## src/cpw_top.sv

```systemverilog
// Summary of operation
// RULE1: compare match turns negative phase on
// RULE2: temporary match turns negative phase off
// RULE3: temporary match while off keeps it off
// RULE4: compare match turns positive phase off
// RULE5: temporary match turns positive phase on
// RULE6: off holds; later on match ignored
// RULE7: negative phase starts at selected level
// RULE8: same outputs for either overwrite interval
// RULE9: mode 3 differs only in transfer point
// RULE10: negative pulses narrow freely, no suppression
// RULE11: positive pulses narrow freely near zero
// RULE12: positive pulses narrow near half period
// RULE13: negative pulses narrow near period compare
// RULE14: simultaneous positive matches change nothing
// RULE15: software avoids regions giving minute pulses
// RULE16: buffer, temporary, compare move at transfer points; buffer to temporary moves on the write, or at band end
package cpw_pkg;
   localparam int W = 16;
   // register word offsets
   localparam logic [3:0] OFS_CTRL      = 4'h0;
   localparam logic [3:0] OFS_DEAD      = 4'h1;
   localparam logic [3:0] OFS_HALF      = 4'h2;
   localparam logic [3:0] OFS_PERIOD    = 4'h3;
   localparam logic [3:0] OFS_DUTY_A    = 4'h4;
   localparam logic [3:0] OFS_DUTY_B    = 4'h5;
   localparam logic [3:0] OFS_STATUS    = 4'h6;
   localparam logic [3:0] OFS_COUNT     = 4'h7;
   localparam logic [3:0] OFS_TEMP_A    = 4'h8;
   localparam logic [3:0] OFS_COMPARE_A = 4'h9;
   localparam logic [3:0] OFS_TEMP_B    = 4'hA;
   localparam logic [3:0] OFS_COMPARE_B = 4'hB;
   // control bit positions
   localparam int CTRL_RUN    = 0;
   localparam int CTRL_MODE3  = 1;
   localparam int CTRL_NEG_LVL_A = 2;
   localparam int CTRL_NEG_LVL_B = 3;
   // status bit positions
   localparam int ST_POS_A = 0;
   localparam int ST_NEG_A = 1;
   localparam int ST_POS_B = 2;
   localparam int ST_NEG_B = 3;
   localparam int ST_DOWN  = 4;
   localparam int ST_BAND  = 5;
   localparam int ST_RUN   = 6;
   // reset values
   localparam logic [W-1:0] RST_CTRL = 16'h0000;
   localparam logic [W-1:0] RST_DEAD = 16'h0010;
   localparam logic [W-1:0] RST_HALF = 16'h0100;
   localparam logic [W-1:0] RST_DUTY = 16'h0088;
   localparam logic [W-1:0] ZERO     = 16'h0000;
   localparam logic [W-1:0] ONE      = 16'h0001;
   // counter sequencing
   typedef enum logic [2:0] {
      CNT_IDLE = 3'b001,
      CNT_UP   = 3'b010,
      CNT_DOWN = 3'b100
   } cpw_cnt_e;
endpackage

`timescale 1ns/10ps
module cpw_top (
   input  wire logic                 sys_clk,
   input  wire logic                 rst,
   input  wire logic [3:0]           reg_addr,
   input  wire logic [cpw_pkg::W-1:0] reg_wdata,
   input  wire logic                 reg_wr,
   input  wire logic                 reg_rd,
   output logic      [cpw_pkg::W-1:0] reg_rdata,
   output logic                      pos_phase_a,
   output logic                      neg_phase_a,
   output logic                      pos_phase_b,
   output logic                      neg_phase_b
);
   logic [cpw_pkg::W-1:0] ctrl;
   logic [cpw_pkg::W-1:0] dead_time_value;
   logic [cpw_pkg::W-1:0] carrier_half_period_value;
   logic [cpw_pkg::W-1:0] next_ctrl;
   logic [cpw_pkg::W-1:0] next_dead;
   logic [cpw_pkg::W-1:0] next_half;
   logic [cpw_pkg::W-1:0] next_rdata;
   logic [cpw_pkg::W-1:0] period_compare_reg;
   logic [cpw_pkg::W-1:0] cnt;
   logic [cpw_pkg::W-1:0] next_cnt;
   cpw_pkg::cpw_cnt_e     state;
   cpw_pkg::cpw_cnt_e     next_state;
   logic                  run_q;
   logic                  next_run_q;
   logic                  start;
   logic                  running;
   logic                  crest;
   logic                  trough;
   logic                  xfer;
   logic                  interval_near_peak;
   logic                  wr_ctrl;
   logic                  wr_duty_a;
   logic                  wr_duty_b;
   logic [cpw_pkg::W-1:0] temp_a;
   logic [cpw_pkg::W-1:0] temp_b;
   logic [cpw_pkg::W-1:0] cmp_a;
   logic [cpw_pkg::W-1:0] cmp_b;
   logic [cpw_pkg::W-1:0] status;

   // peak of the triangle: half period plus dead time
   assign period_compare_reg = carrier_half_period_value + dead_time_value;

   // write decode
   assign wr_ctrl   = reg_wr && (reg_addr == cpw_pkg::OFS_CTRL);
   assign wr_duty_a = reg_wr && (reg_addr == cpw_pkg::OFS_DUTY_A);
   assign wr_duty_b = reg_wr && (reg_addr == cpw_pkg::OFS_DUTY_B);

   // configuration registers; half period and dead time only take while stopped,
   // so the triangle never sees a peak that moves under it
   always_comb begin
      next_ctrl = ctrl;
      next_dead = dead_time_value;
      next_half = carrier_half_period_value;
      if (wr_ctrl) begin
         next_ctrl = reg_wdata & 16'h000F;
      end
      if (reg_wr && !running && reg_addr == cpw_pkg::OFS_DEAD) begin
         next_dead = reg_wdata;
      end
      if (reg_wr && !running && reg_addr == cpw_pkg::OFS_HALF) begin
         next_half = reg_wdata;
      end
   end

   always_ff @(posedge sys_clk or posedge rst) begin
      if (rst) begin
         ctrl                      <= cpw_pkg::RST_CTRL;
         dead_time_value           <= cpw_pkg::RST_DEAD;
         carrier_half_period_value <= cpw_pkg::RST_HALF;
      end else begin
         ctrl                      <= next_ctrl;
         dead_time_value           <= next_dead;
         carrier_half_period_value <= next_half;
      end
   end

   // run edge gives the output start pulse
   assign next_run_q = ctrl[cpw_pkg::CTRL_RUN];
   assign start      = ctrl[cpw_pkg::CTRL_RUN] && !run_q;
   assign running    = (state != cpw_pkg::CNT_IDLE);

   // triangle counter, up from zero to the peak and back
   always_comb begin
      next_state = state;
      next_cnt   = cnt;
      case (state)
         cpw_pkg::CNT_IDLE: begin
            next_cnt = cpw_pkg::ZERO;
            if (start) begin
               next_state = cpw_pkg::CNT_UP;
            end
         end
         cpw_pkg::CNT_UP: begin
            if (!ctrl[cpw_pkg::CTRL_RUN]) begin
               next_state = cpw_pkg::CNT_IDLE;
            end else if (cnt >= period_compare_reg) begin
               next_state = cpw_pkg::CNT_DOWN;
               next_cnt   = cnt - cpw_pkg::ONE;
            end else begin
               next_cnt = cnt + cpw_pkg::ONE;
            end
         end
         cpw_pkg::CNT_DOWN: begin
            if (!ctrl[cpw_pkg::CTRL_RUN]) begin
               next_state = cpw_pkg::CNT_IDLE;
            end else if (cnt == cpw_pkg::ZERO) begin
               next_state = cpw_pkg::CNT_UP;
               next_cnt   = cpw_pkg::ONE;
            end else begin
               next_cnt = cnt - cpw_pkg::ONE;
            end
         end
         default: begin
            next_state = cpw_pkg::CNT_IDLE;
            next_cnt   = cpw_pkg::ZERO;
         end
      endcase
   end

   always_ff @(posedge sys_clk or posedge rst) begin
      if (rst) begin
         state <= cpw_pkg::CNT_IDLE;
         cnt   <= cpw_pkg::ZERO;
         run_q <= 1'b0;
      end else begin
         state <= next_state;
         cnt   <= next_cnt;
         run_q <= next_run_q;
      end
   end

   // crest and trough events and the dead-time band around them
   assign crest  = (state == cpw_pkg::CNT_UP) && (cnt >= period_compare_reg);
   assign trough = (state == cpw_pkg::CNT_DOWN) && (cnt == cpw_pkg::ZERO);
   assign interval_near_peak = running &&
                               ((cnt + dead_time_value > period_compare_reg) ||
                                (cnt < dead_time_value));
   // mode 2 moves temporary to compare at the crest, mode 3 at the trough
   assign xfer = ctrl[cpw_pkg::CTRL_MODE3] ? trough : crest; // see RULE9

   // one channel group per output pair
   cpw_chan u_chan_a (
      .sys_clk  (sys_clk),
      .rst      (rst),
      .start    (start),
      .running  (running),
      .neg_lvl  (ctrl[cpw_pkg::CTRL_NEG_LVL_A]),
      .cnt      (cnt),
      .buf_wr   (wr_duty_a),
      .buf_data (reg_wdata),
      .in_band  (interval_near_peak),
      .xfer     (xfer),
      .pos      (pos_phase_a),
      .neg      (neg_phase_a),
      .temp_val (temp_a),
      .cmp_val  (cmp_a),
      .buf_val  ()
   );

   cpw_chan u_chan_b (
      .sys_clk  (sys_clk),
      .rst      (rst),
      .start    (start),
      .running  (running),
      .neg_lvl  (ctrl[cpw_pkg::CTRL_NEG_LVL_B]),
      .cnt      (cnt),
      .buf_wr   (wr_duty_b),
      .buf_data (reg_wdata),
      .in_band  (interval_near_peak),
      .xfer     (xfer),
      .pos      (pos_phase_b),
      .neg      (neg_phase_b),
      .temp_val (temp_b),
      .cmp_val  (cmp_b),
      .buf_val  ()
   );

   // live state gathered for software
   always_comb begin
      status                      = cpw_pkg::ZERO;
      status[cpw_pkg::ST_POS_A]   = pos_phase_a;
      status[cpw_pkg::ST_NEG_A]   = neg_phase_a;
      status[cpw_pkg::ST_POS_B]   = pos_phase_b;
      status[cpw_pkg::ST_NEG_B]   = neg_phase_b;
      status[cpw_pkg::ST_DOWN]    = (state == cpw_pkg::CNT_DOWN);
      status[cpw_pkg::ST_BAND]    = interval_near_peak;
      status[cpw_pkg::ST_RUN]     = running;
   end

   // read mux; data valid only in the cycle after the strobe, zero otherwise
   logic [cpw_pkg::W-1:0] buf_a_rd;
   logic [cpw_pkg::W-1:0] buf_b_rd;
   assign buf_a_rd = temp_a;
   assign buf_b_rd = temp_b;
   always_comb begin
      next_rdata = cpw_pkg::ZERO;
      if (reg_rd) begin
         case (reg_addr)
            cpw_pkg::OFS_CTRL:      next_rdata = ctrl;
            cpw_pkg::OFS_DEAD:      next_rdata = dead_time_value;
            cpw_pkg::OFS_HALF:      next_rdata = carrier_half_period_value;
            cpw_pkg::OFS_PERIOD:    next_rdata = period_compare_reg;
            cpw_pkg::OFS_STATUS:    next_rdata = status;
            cpw_pkg::OFS_COUNT:     next_rdata = cnt;
            cpw_pkg::OFS_TEMP_A:    next_rdata = buf_a_rd;
            cpw_pkg::OFS_COMPARE_A: next_rdata = cmp_a;
            cpw_pkg::OFS_TEMP_B:    next_rdata = buf_b_rd;
            cpw_pkg::OFS_COMPARE_B: next_rdata = cmp_b;
            default:                next_rdata = cpw_pkg::ZERO;
         endcase
      end
   end

   always_ff @(posedge sys_clk or posedge rst) begin
      if (rst) begin
         reg_rdata <= cpw_pkg::ZERO;
      end else begin
         reg_rdata <= next_rdata;
      end
   end
endmodule

```

## src/cpw_chan.sv

```systemverilog
`timescale 1ns/10ps
module cpw_chan (
   input  wire logic                  sys_clk,
   input  wire logic                  rst,
   input  wire logic                  start,
   input  wire logic                  running,
   input  wire logic                  neg_lvl,
   input  wire logic [cpw_pkg::W-1:0] cnt,
   input  wire logic                  buf_wr,
   input  wire logic [cpw_pkg::W-1:0] buf_data,
   input  wire logic                  in_band,
   input  wire logic                  xfer,
   output logic                       pos,
   output logic                       neg,
   output logic      [cpw_pkg::W-1:0] temp_val,
   output logic      [cpw_pkg::W-1:0] cmp_val,
   output logic      [cpw_pkg::W-1:0] buf_val
);
   logic [cpw_pkg::W-1:0] duty_buffer_reg;
   logic [cpw_pkg::W-1:0] duty_temp_reg;
   logic [cpw_pkg::W-1:0] duty_compare_reg;
   logic [cpw_pkg::W-1:0] next_buf;
   logic [cpw_pkg::W-1:0] next_temp;
   logic [cpw_pkg::W-1:0] next_cmp;
   logic                  pending;
   logic                  next_pending;
   logic                  off_hold;
   logic                  next_off_hold;
   logic                  next_pos;
   logic                  next_neg;
   logic                  cmp_match;
   logic                  tmp_match;

   assign cmp_match = running && (cnt == duty_compare_reg);
   assign tmp_match = running && (cnt == duty_temp_reg);

   // buffer to temporary: at once outside the band, deferred to its end inside it;
   // temporary to compare only at start and at the transfer event, never mid-compare
   always_comb begin
      next_buf     = duty_buffer_reg;
      next_temp    = duty_temp_reg;
      next_cmp     = duty_compare_reg;
      next_pending = pending;
      if (buf_wr) begin
         next_buf = buf_data;
      end
      if (buf_wr && (in_band && running)) begin
         next_pending = 1'b1; // see RULE8
      end else if (buf_wr) begin
         next_temp    = buf_data; // see RULE16
         next_pending = 1'b0;
      end else if (pending && !in_band) begin
         next_temp    = duty_buffer_reg; // see RULE8
         next_pending = 1'b0;
      end
      if (start) begin
         next_cmp = duty_temp_reg;
      end else if (xfer) begin
         next_cmp = duty_temp_reg; // see RULE16
      end
   end

   // phase outputs; no minimum width filter, so near the edges pulses just
   // get short, which the power stage must tolerate or software must avoid
   always_comb begin
      next_pos      = pos;
      next_neg      = neg;
      next_off_hold = off_hold;
      if (start) begin
         next_neg      = neg_lvl; // see RULE7
         next_pos      = 1'b0;
         next_off_hold = 1'b0;
      end else if (running) begin
         if (tmp_match) begin
            next_neg      = 1'b0; // see RULE2 RULE3 RULE13
            next_off_hold = 1'b1;
         end else if (cmp_match && !off_hold) begin
            next_neg = 1'b1; // see RULE1 RULE6 RULE10
         end else if (xfer) begin
            next_off_hold = 1'b0;
         end
         if (cmp_match && tmp_match) begin
            next_pos = pos; // see RULE14
         end else if (cmp_match) begin
            next_pos = 1'b0; // see RULE4 RULE11
         end else if (tmp_match) begin
            next_pos = 1'b1; // see RULE5 RULE12
         end
      end
   end

   always_ff @(posedge sys_clk or posedge rst) begin
      if (rst) begin
         duty_buffer_reg  <= cpw_pkg::RST_DUTY;
         duty_temp_reg    <= cpw_pkg::RST_DUTY;
         duty_compare_reg <= cpw_pkg::RST_DUTY;
         pending          <= 1'b0;
         off_hold         <= 1'b0;
         pos              <= 1'b0;
         neg              <= 1'b0;
      end else begin
         duty_buffer_reg  <= next_buf;
         duty_temp_reg    <= next_temp;
         duty_compare_reg <= next_cmp;
         pending          <= next_pending;
         off_hold         <= next_off_hold;
         pos              <= next_pos;
         neg              <= next_neg;
      end
   end

   assign temp_val = duty_temp_reg;
   assign cmp_val  = duty_compare_reg;
   assign buf_val  = duty_buffer_reg;
endmodule

```

## config.mk

```make
export PLATFORM = sky130hd
export DESIGN_NAME = cpw_top
export DESIGN_NICKNAME = d
export VERILOG_FILES = /design/src/cpw_top.sv /design/src/cpw_chan.sv
export SDC_FILE = /design/constraint.sdc
export NUM_CORES = 1
export LEC_CHECK = 0
export ABC_AREA = 1
export BUFFER_PORTS_ARGS = -buffer_cell sky130_fd_sc_hd__buf_4
export CAP_MARGIN = 15
export CORE_MARGIN = 2
export CORE_UTILIZATION = 45
export DETAILED_ROUTE_END_ITERATION = 6
export PLACE_DENSITY = 0.61
export RECOVER_POWER = 50
export SETUP_SLACK_MARGIN = 0.3
export SLEW_MARGIN = 20
export SYNTH_ARGS = -nofsm -noshare
export SYNTH_HDL_FRONTEND = slang
export SYNTH_SLANG_ARGS = --single-unit
```

## constraint.sdc

```tcl
create_clock -name sys_clk -period 18.4 [get_ports sys_clk]
set_input_delay 3.68 -clock sys_clk [delete_from_list [all_inputs] [get_ports sys_clk]]
set_output_delay 3.68 -clock sys_clk [all_outputs]
set_load 0.01 [all_outputs]
```

== After elaboration in Yosys (flattened, before gate mapping) ==
Cells that the tools add are included.
Widths: inputs -> output; s select.
Operators by class
  $add $sub $neg: 4
  $lt $le $gt $ge: 3
  equality and inequality tests: 28
  multiplexer cells: 55
  bitwise operators: 2
  reductions and logical operators: 53
Operators with widths (count)
  $mux 16: 13
  $pmux 16 s10: 1
  $eq 16x16->1: 4
  $mux 1: 34
  $add 16x16->16: 2
  $pmux 16 s2: 1
  $reduce_bool 3->1: 8
  $logic_and 1x1->1: 23
  $add 16x1->16 const B: 1
  $eq 4x3->1 const B: 4
  $eq 4x4->1 const B: 4
  $ge 16x16->1: 1
  $gt 16x16->1: 1
  $logic_not 16->1: 1
  $lt 16x16->1: 1
  $sub 16x1->16 const B: 1
  $mux 3: 5
  $reduce_and 3->1: 5
  $ne 2x2->1 const B: 5
  $reduce_and 2->1: 5
  $ne 3x2->1 const B: 3
  $pmux 3 s3: 1
  $eq 4x2->1 const B: 2
  $reduce_bool 2->1: 4
  10 further kinds: 15
Storage, ports and cells
  flip-flop bits (word level): 176
  input bits: 24
  output and inout bits: 20
  logic and storage cells: 166

== Longest topological paths before layout ==
  word-level depth: 9
  gate-level depth with buffers: 33
  depth with buffers taken out: 32

== Cells and area by module ==
Synthesis repeated with hierarchy kept, for this count alone.
Second synthesis, totals
  cell total of the unflattened synthesis: 1798
  area total of the unflattened synthesis: 12667.1 sq um
Modules (own cells, without submodules)
  cpw_top: instances 1, cells each 1022, area each 7199.4 sq um, sequential area each 1805.5 sq um
  cpw_chan: instances 2, cells each 388, area each 2733.9 sq um, sequential area each 1308.8 sq um

== Least setup slack after synthesis ==
Ideal clock, no wire load.
  path type: input-to-reg
  start: input port reg_addr[2]
  end: register reg_rdata[1] in the netlist's numbering
  setup time: 63 ps
  data arrival time: 4870 ps
  data required time: 18337 ps
  path slack: 13467 ps
  stages: 10
  buffers on the path: 0
  path through: inv_1 nor2_1 inv_1 nor2_1 clkinv_1 o22ai_1 a221oi_1 o2111ai_1 nand2_1 inv_1
Between the ends
  cells in the longest elaborated chain, start to end: 3
  elaborated cells on any way between the ends: 12
  those cells by class: eq/ne (9); mux (2); reduce/logical (1)
Ends and longest elaborated chain
  from (decl): RTL line cpw_top.sv:65  | input wire logic [3:0] reg_addr,
  $eq 4x4->1, or another cell as far along: RTL line cpw_top.sv:262  | case (reg_addr)
  $pmux 16 s10 *: RTL line cpw_top.sv:262
  $mux 16 *: RTL line cpw_top.sv:261  | if (reg_rd) begin
  named net next_rdata (one bit): RTL line cpw_top.sv:81  | logic [cpw_pkg::W-1:0] next_rdata;
  to (signal assigned): RTL line cpw_top.sv:280  | reg_rdata <= cpw_pkg::ZERO;
  to (signal assigned): RTL line cpw_top.sv:282  | reg_rdata <= next_rdata;
  to (decl): RTL line cpw_top.sv:69  | output logic [cpw_pkg::W-1:0] reg_rdata,
The timed path passes the listed nets; every way through them passes the cells marked *.
A chain may end at the register's enable or synchronous reset.

==> metrics <==
via count=10,860; cell area after synthesis=11,950 um2; post-synth net total=1,667; fraction of layout cells with a size suffix above 1=0.09040; WHS=0.5003 ns; critical path arrival=9.42 ns; cell taking the most area after synthesis=dfrtp_1; initial antenna violation count=0; worst vdd ir=0.08046 mV; Warnings, synthesis=0; grt ovf=0; IO buf count=43; detailed-route DRC error count=0; Slowest-stage cell, CP=clkbuf_1; max cap viols=3; Placement Cell Area=12,470 um2; Finished Cell Area=12,980 um2; Mapped Avg Cell Area=7.638 um2; Detail Placement HPWL=30,770 um; Initial Utilization=0.4587; CP max stage delay=3.22 ns; Setup TNS=0 ns; H-tree depth=4; top cells by area, synth=dfrtp_1 34%, nand2_1 11%, ha_1 8.0%; vias per std cell=5.630; Die Span Y=167.0 um; Die X=167.0 um; Critical Path Start Type=input pin; number of global-route vias before repair=10,300; register area share after synthesis=0.3700; Leakage=6.593 nW; clock skew=0.02562 ns; dominant synthesized flop cell=dfrtp_1; Routability Congestion=1.015; Post-DRT Antenna Nets=0; initial drt markers=964; Final Critical Period=9.896 ns; DR WL/cell=20.57 um; CTS Sinks=176; Resized cells post-CTS=0; number of enable flip-flop cells after synthesis=0; Post-CTS Hold Fix Bufs=0; Pins Over Slew Limit=198; CTS tree=yes; hold crit path type=register to register; Mapped Cells=1,565; critical path endpoint category=async pin; # setup viols final=0; Relative slew margins=-1.917; Final Hold Viols=0; share of the synthesized area in the top cell type=0.3370; postcts setup bufs=0; CTS Buf Count=17; Worst Path Required=17.92 ns; DRT Wirelength=39,650 um; First-pass DRT Iterations=6; nets@finish=1,682; largest net degree at the start of global routing=97; root buffer selected by CTS=clkbuf_16; unrepaired setup endpoints after global routing=no; Total GRT Usage=0.2919; failing checks=max-capacitance violations, max-slew violations; unique cell type count in the Yosys netlist=49; Cell Pwr Density=191.8 nW/um2; clk slew on worst S/H paths=0.07 ns; worst-case clock buffer depth=2; FFs w/ async S/R, synth=1.000; Cell Chain, Critical Path=clkbuf_4 -> clkinvlp_2 -> clkbuf_1; outcome=finished with violations; crit path kind=input pin to async pin; final core occ=0.4982; Area growth syn-to-layout=8.593%; measured slew at the worst slew-check pin=4.375 ns; DIE AREA=27,880 um2; # rows=59; Top-Level Pins=44; CP max FO=96; final period utilization=0.5378; first-pass GRT wire length=61,570 um; Core Footprint=26,060 um2; #FFs+latches synth=176; Clock Latency Late Sink=0.45 ns; FMAX=101.1 MHz; diodes inserted=0
## worst max-delay path: cells and delay by family
family | cells | cell delay (ns)
buf+inv | 3 | 5.64
## registers in the layout (all words and copies together), names as in the netlist
| name | flops |
|---|---|
| u_chan_b.temp_val | 16 |
| u_chan_b.neg | 1 |
| u_chan_b.off_hold | 1 |
| reg_rdata | 16 |
| u_chan_b.cmp_val | 16 |
| u_chan_a.temp_val | 16 |
| ctrl | 4 |
| u_chan_a.cmp_val | 16 |
| state | 3 |
| u_chan_b.buf_val | 16 |
| carrier_half_period_value | 16 |
| u_chan_a.neg | 1 |
| dead_time_value | 16 |
| u_chan_b.pending | 1 |
| u_chan_a.buf_val | 16 |
| run_q | 1 |
| cnt | 16 |
| u_chan_a.off_hold | 1 |
| u_chan_b.pos | 1 |
| u_chan_a.pos | 1 |
| u_chan_a.pending | 1 |
## stage by stage
| step | power [W] | setup WS (ns) | std cells |
|---|---|---|---|
| after detailed placement | 0.002097 | 12.64 | 1896 |
| final | 0.002490 | 8.504 | 1928 |
| after global placement | 0.002071 | 12.67 | 1896 |
| after global routing | 0.002696 | 7.018 | 1928 |
| after CTS | 0.002490 | 13.09 | 1928 |
| after floorplan | 0.001693 | 9.971 | 1565 |
## report_power, final
group	leakage [nW]	total (W)	internal, W	switching, W
combinational	4.00	0.00135	0.000474	0.000881
clock	0.306	0.000390	0.000199	0.000191
sequential	2.28	0.000746	0.000527	0.000220
total	6.59	0.00249	0.00120	0.00129
## routing by layer
layer / global-route usage / wire length [um] / vias to the layer above
li1: - / - / 5177
met1: 0.4162 / 17970 / 5136
met2: 0.4516 / 17360 / 457
met3: 0.03565 / 2666 / 85
met4: 0.1184 / 1653 / 0
met5: 0 / 0 / -
## layout make-up
type / instances / area (um2)
fillers: 2615 / 13080
flip-flops and latches: 176 / 4423
clock buffers: 17 / 425.4
clock inverters: 15 / 207.7
repair buffers: 53 / 311.5
multi-input cells: 1120 / 6397
inverters: 212 / 797.0
well taps: 335 / 419.2
## final timing paths
path,from,endpoint,slack [ns],depth (start not counted)
setup / recovery,rst,reg_rdata[1],8.50,3
hold reg to reg,u_chan_a.buf_val[10],u_chan_a.buf_val[10],0.50,2
hold / removal,u_chan_a.buf_val[10],u_chan_a.buf_val[10],0.50,2
min in group asynchronous,rst,u_chan_a.buf_val[6],4.47,2
setup reg to reg,dead_time_value[0],u_chan_a.cmp_val[4],12.56,20
max in group sys_clk,dead_time_value[0],u_chan_a.cmp_val[4],12.56,20
## synthesized netlist by cell type, types with 2 or more instances
master and instances:
dfstp_2 15, nand2_4 6, nand3_1 111, a211oi_1 7, nor2_2 3, nand3b_1 3, fa_1 2, nor4_1 16
a221oi_1 15, dfrtp_1 161, a21oi_1 71, nor3_2 5, o21ai_0 101, clkinv_1 3, o22ai_1 13, nor3_1 15
o21bai_1 6, o21ai_2 32, a2111oi_0 3, buf_1 2, inv_2 4, nand2_2 5, clkbuf_1 32, o2111ai_1 6
buf_6 10, or2_2 8, a31oi_1 14, nor2_1 116, o31ai_1 4, nand2_1 363, buf_4 5, inv_1 205
o221ai_1 2, ha_1 76, buf_2 8, xor2_1 69, nand4_1 15, nand3_2 3, xnor2_1 18, o211ai_1 3
## kinds of logic (layout without fill, tap and decap cells)
group                    Yosys count  count (layout)  share of synthesized area
buffers and inverters            269             297                    0.09316
adder cells (fa/ha/maj)           78              78                    0.08290
XOR/XNOR                          87              87                    0.06374
flip-flops                       176             176                     0.3700
AO/OA/AOI/OAI                    285             285                     0.1467
AND/OR/NAND/NOR                  670             670                     0.2435
## placed cells by master, fill, tap and decap left out, drive strengths merged, types with 14 or more instances in the layout
cell,instances
nand4,15
xnor2,18
a21oi,72
dfrtp,161
nand2,374
inv,214
o21ai,134
ha,76
nor4,16
nor2,119
nor3,20
a221oi,15
dfstp,15
clkbuf,42
xor2,69
buf,28
nand3,115
a31oi,14
No activity file was read; power rests on OpenSTA's default activity.
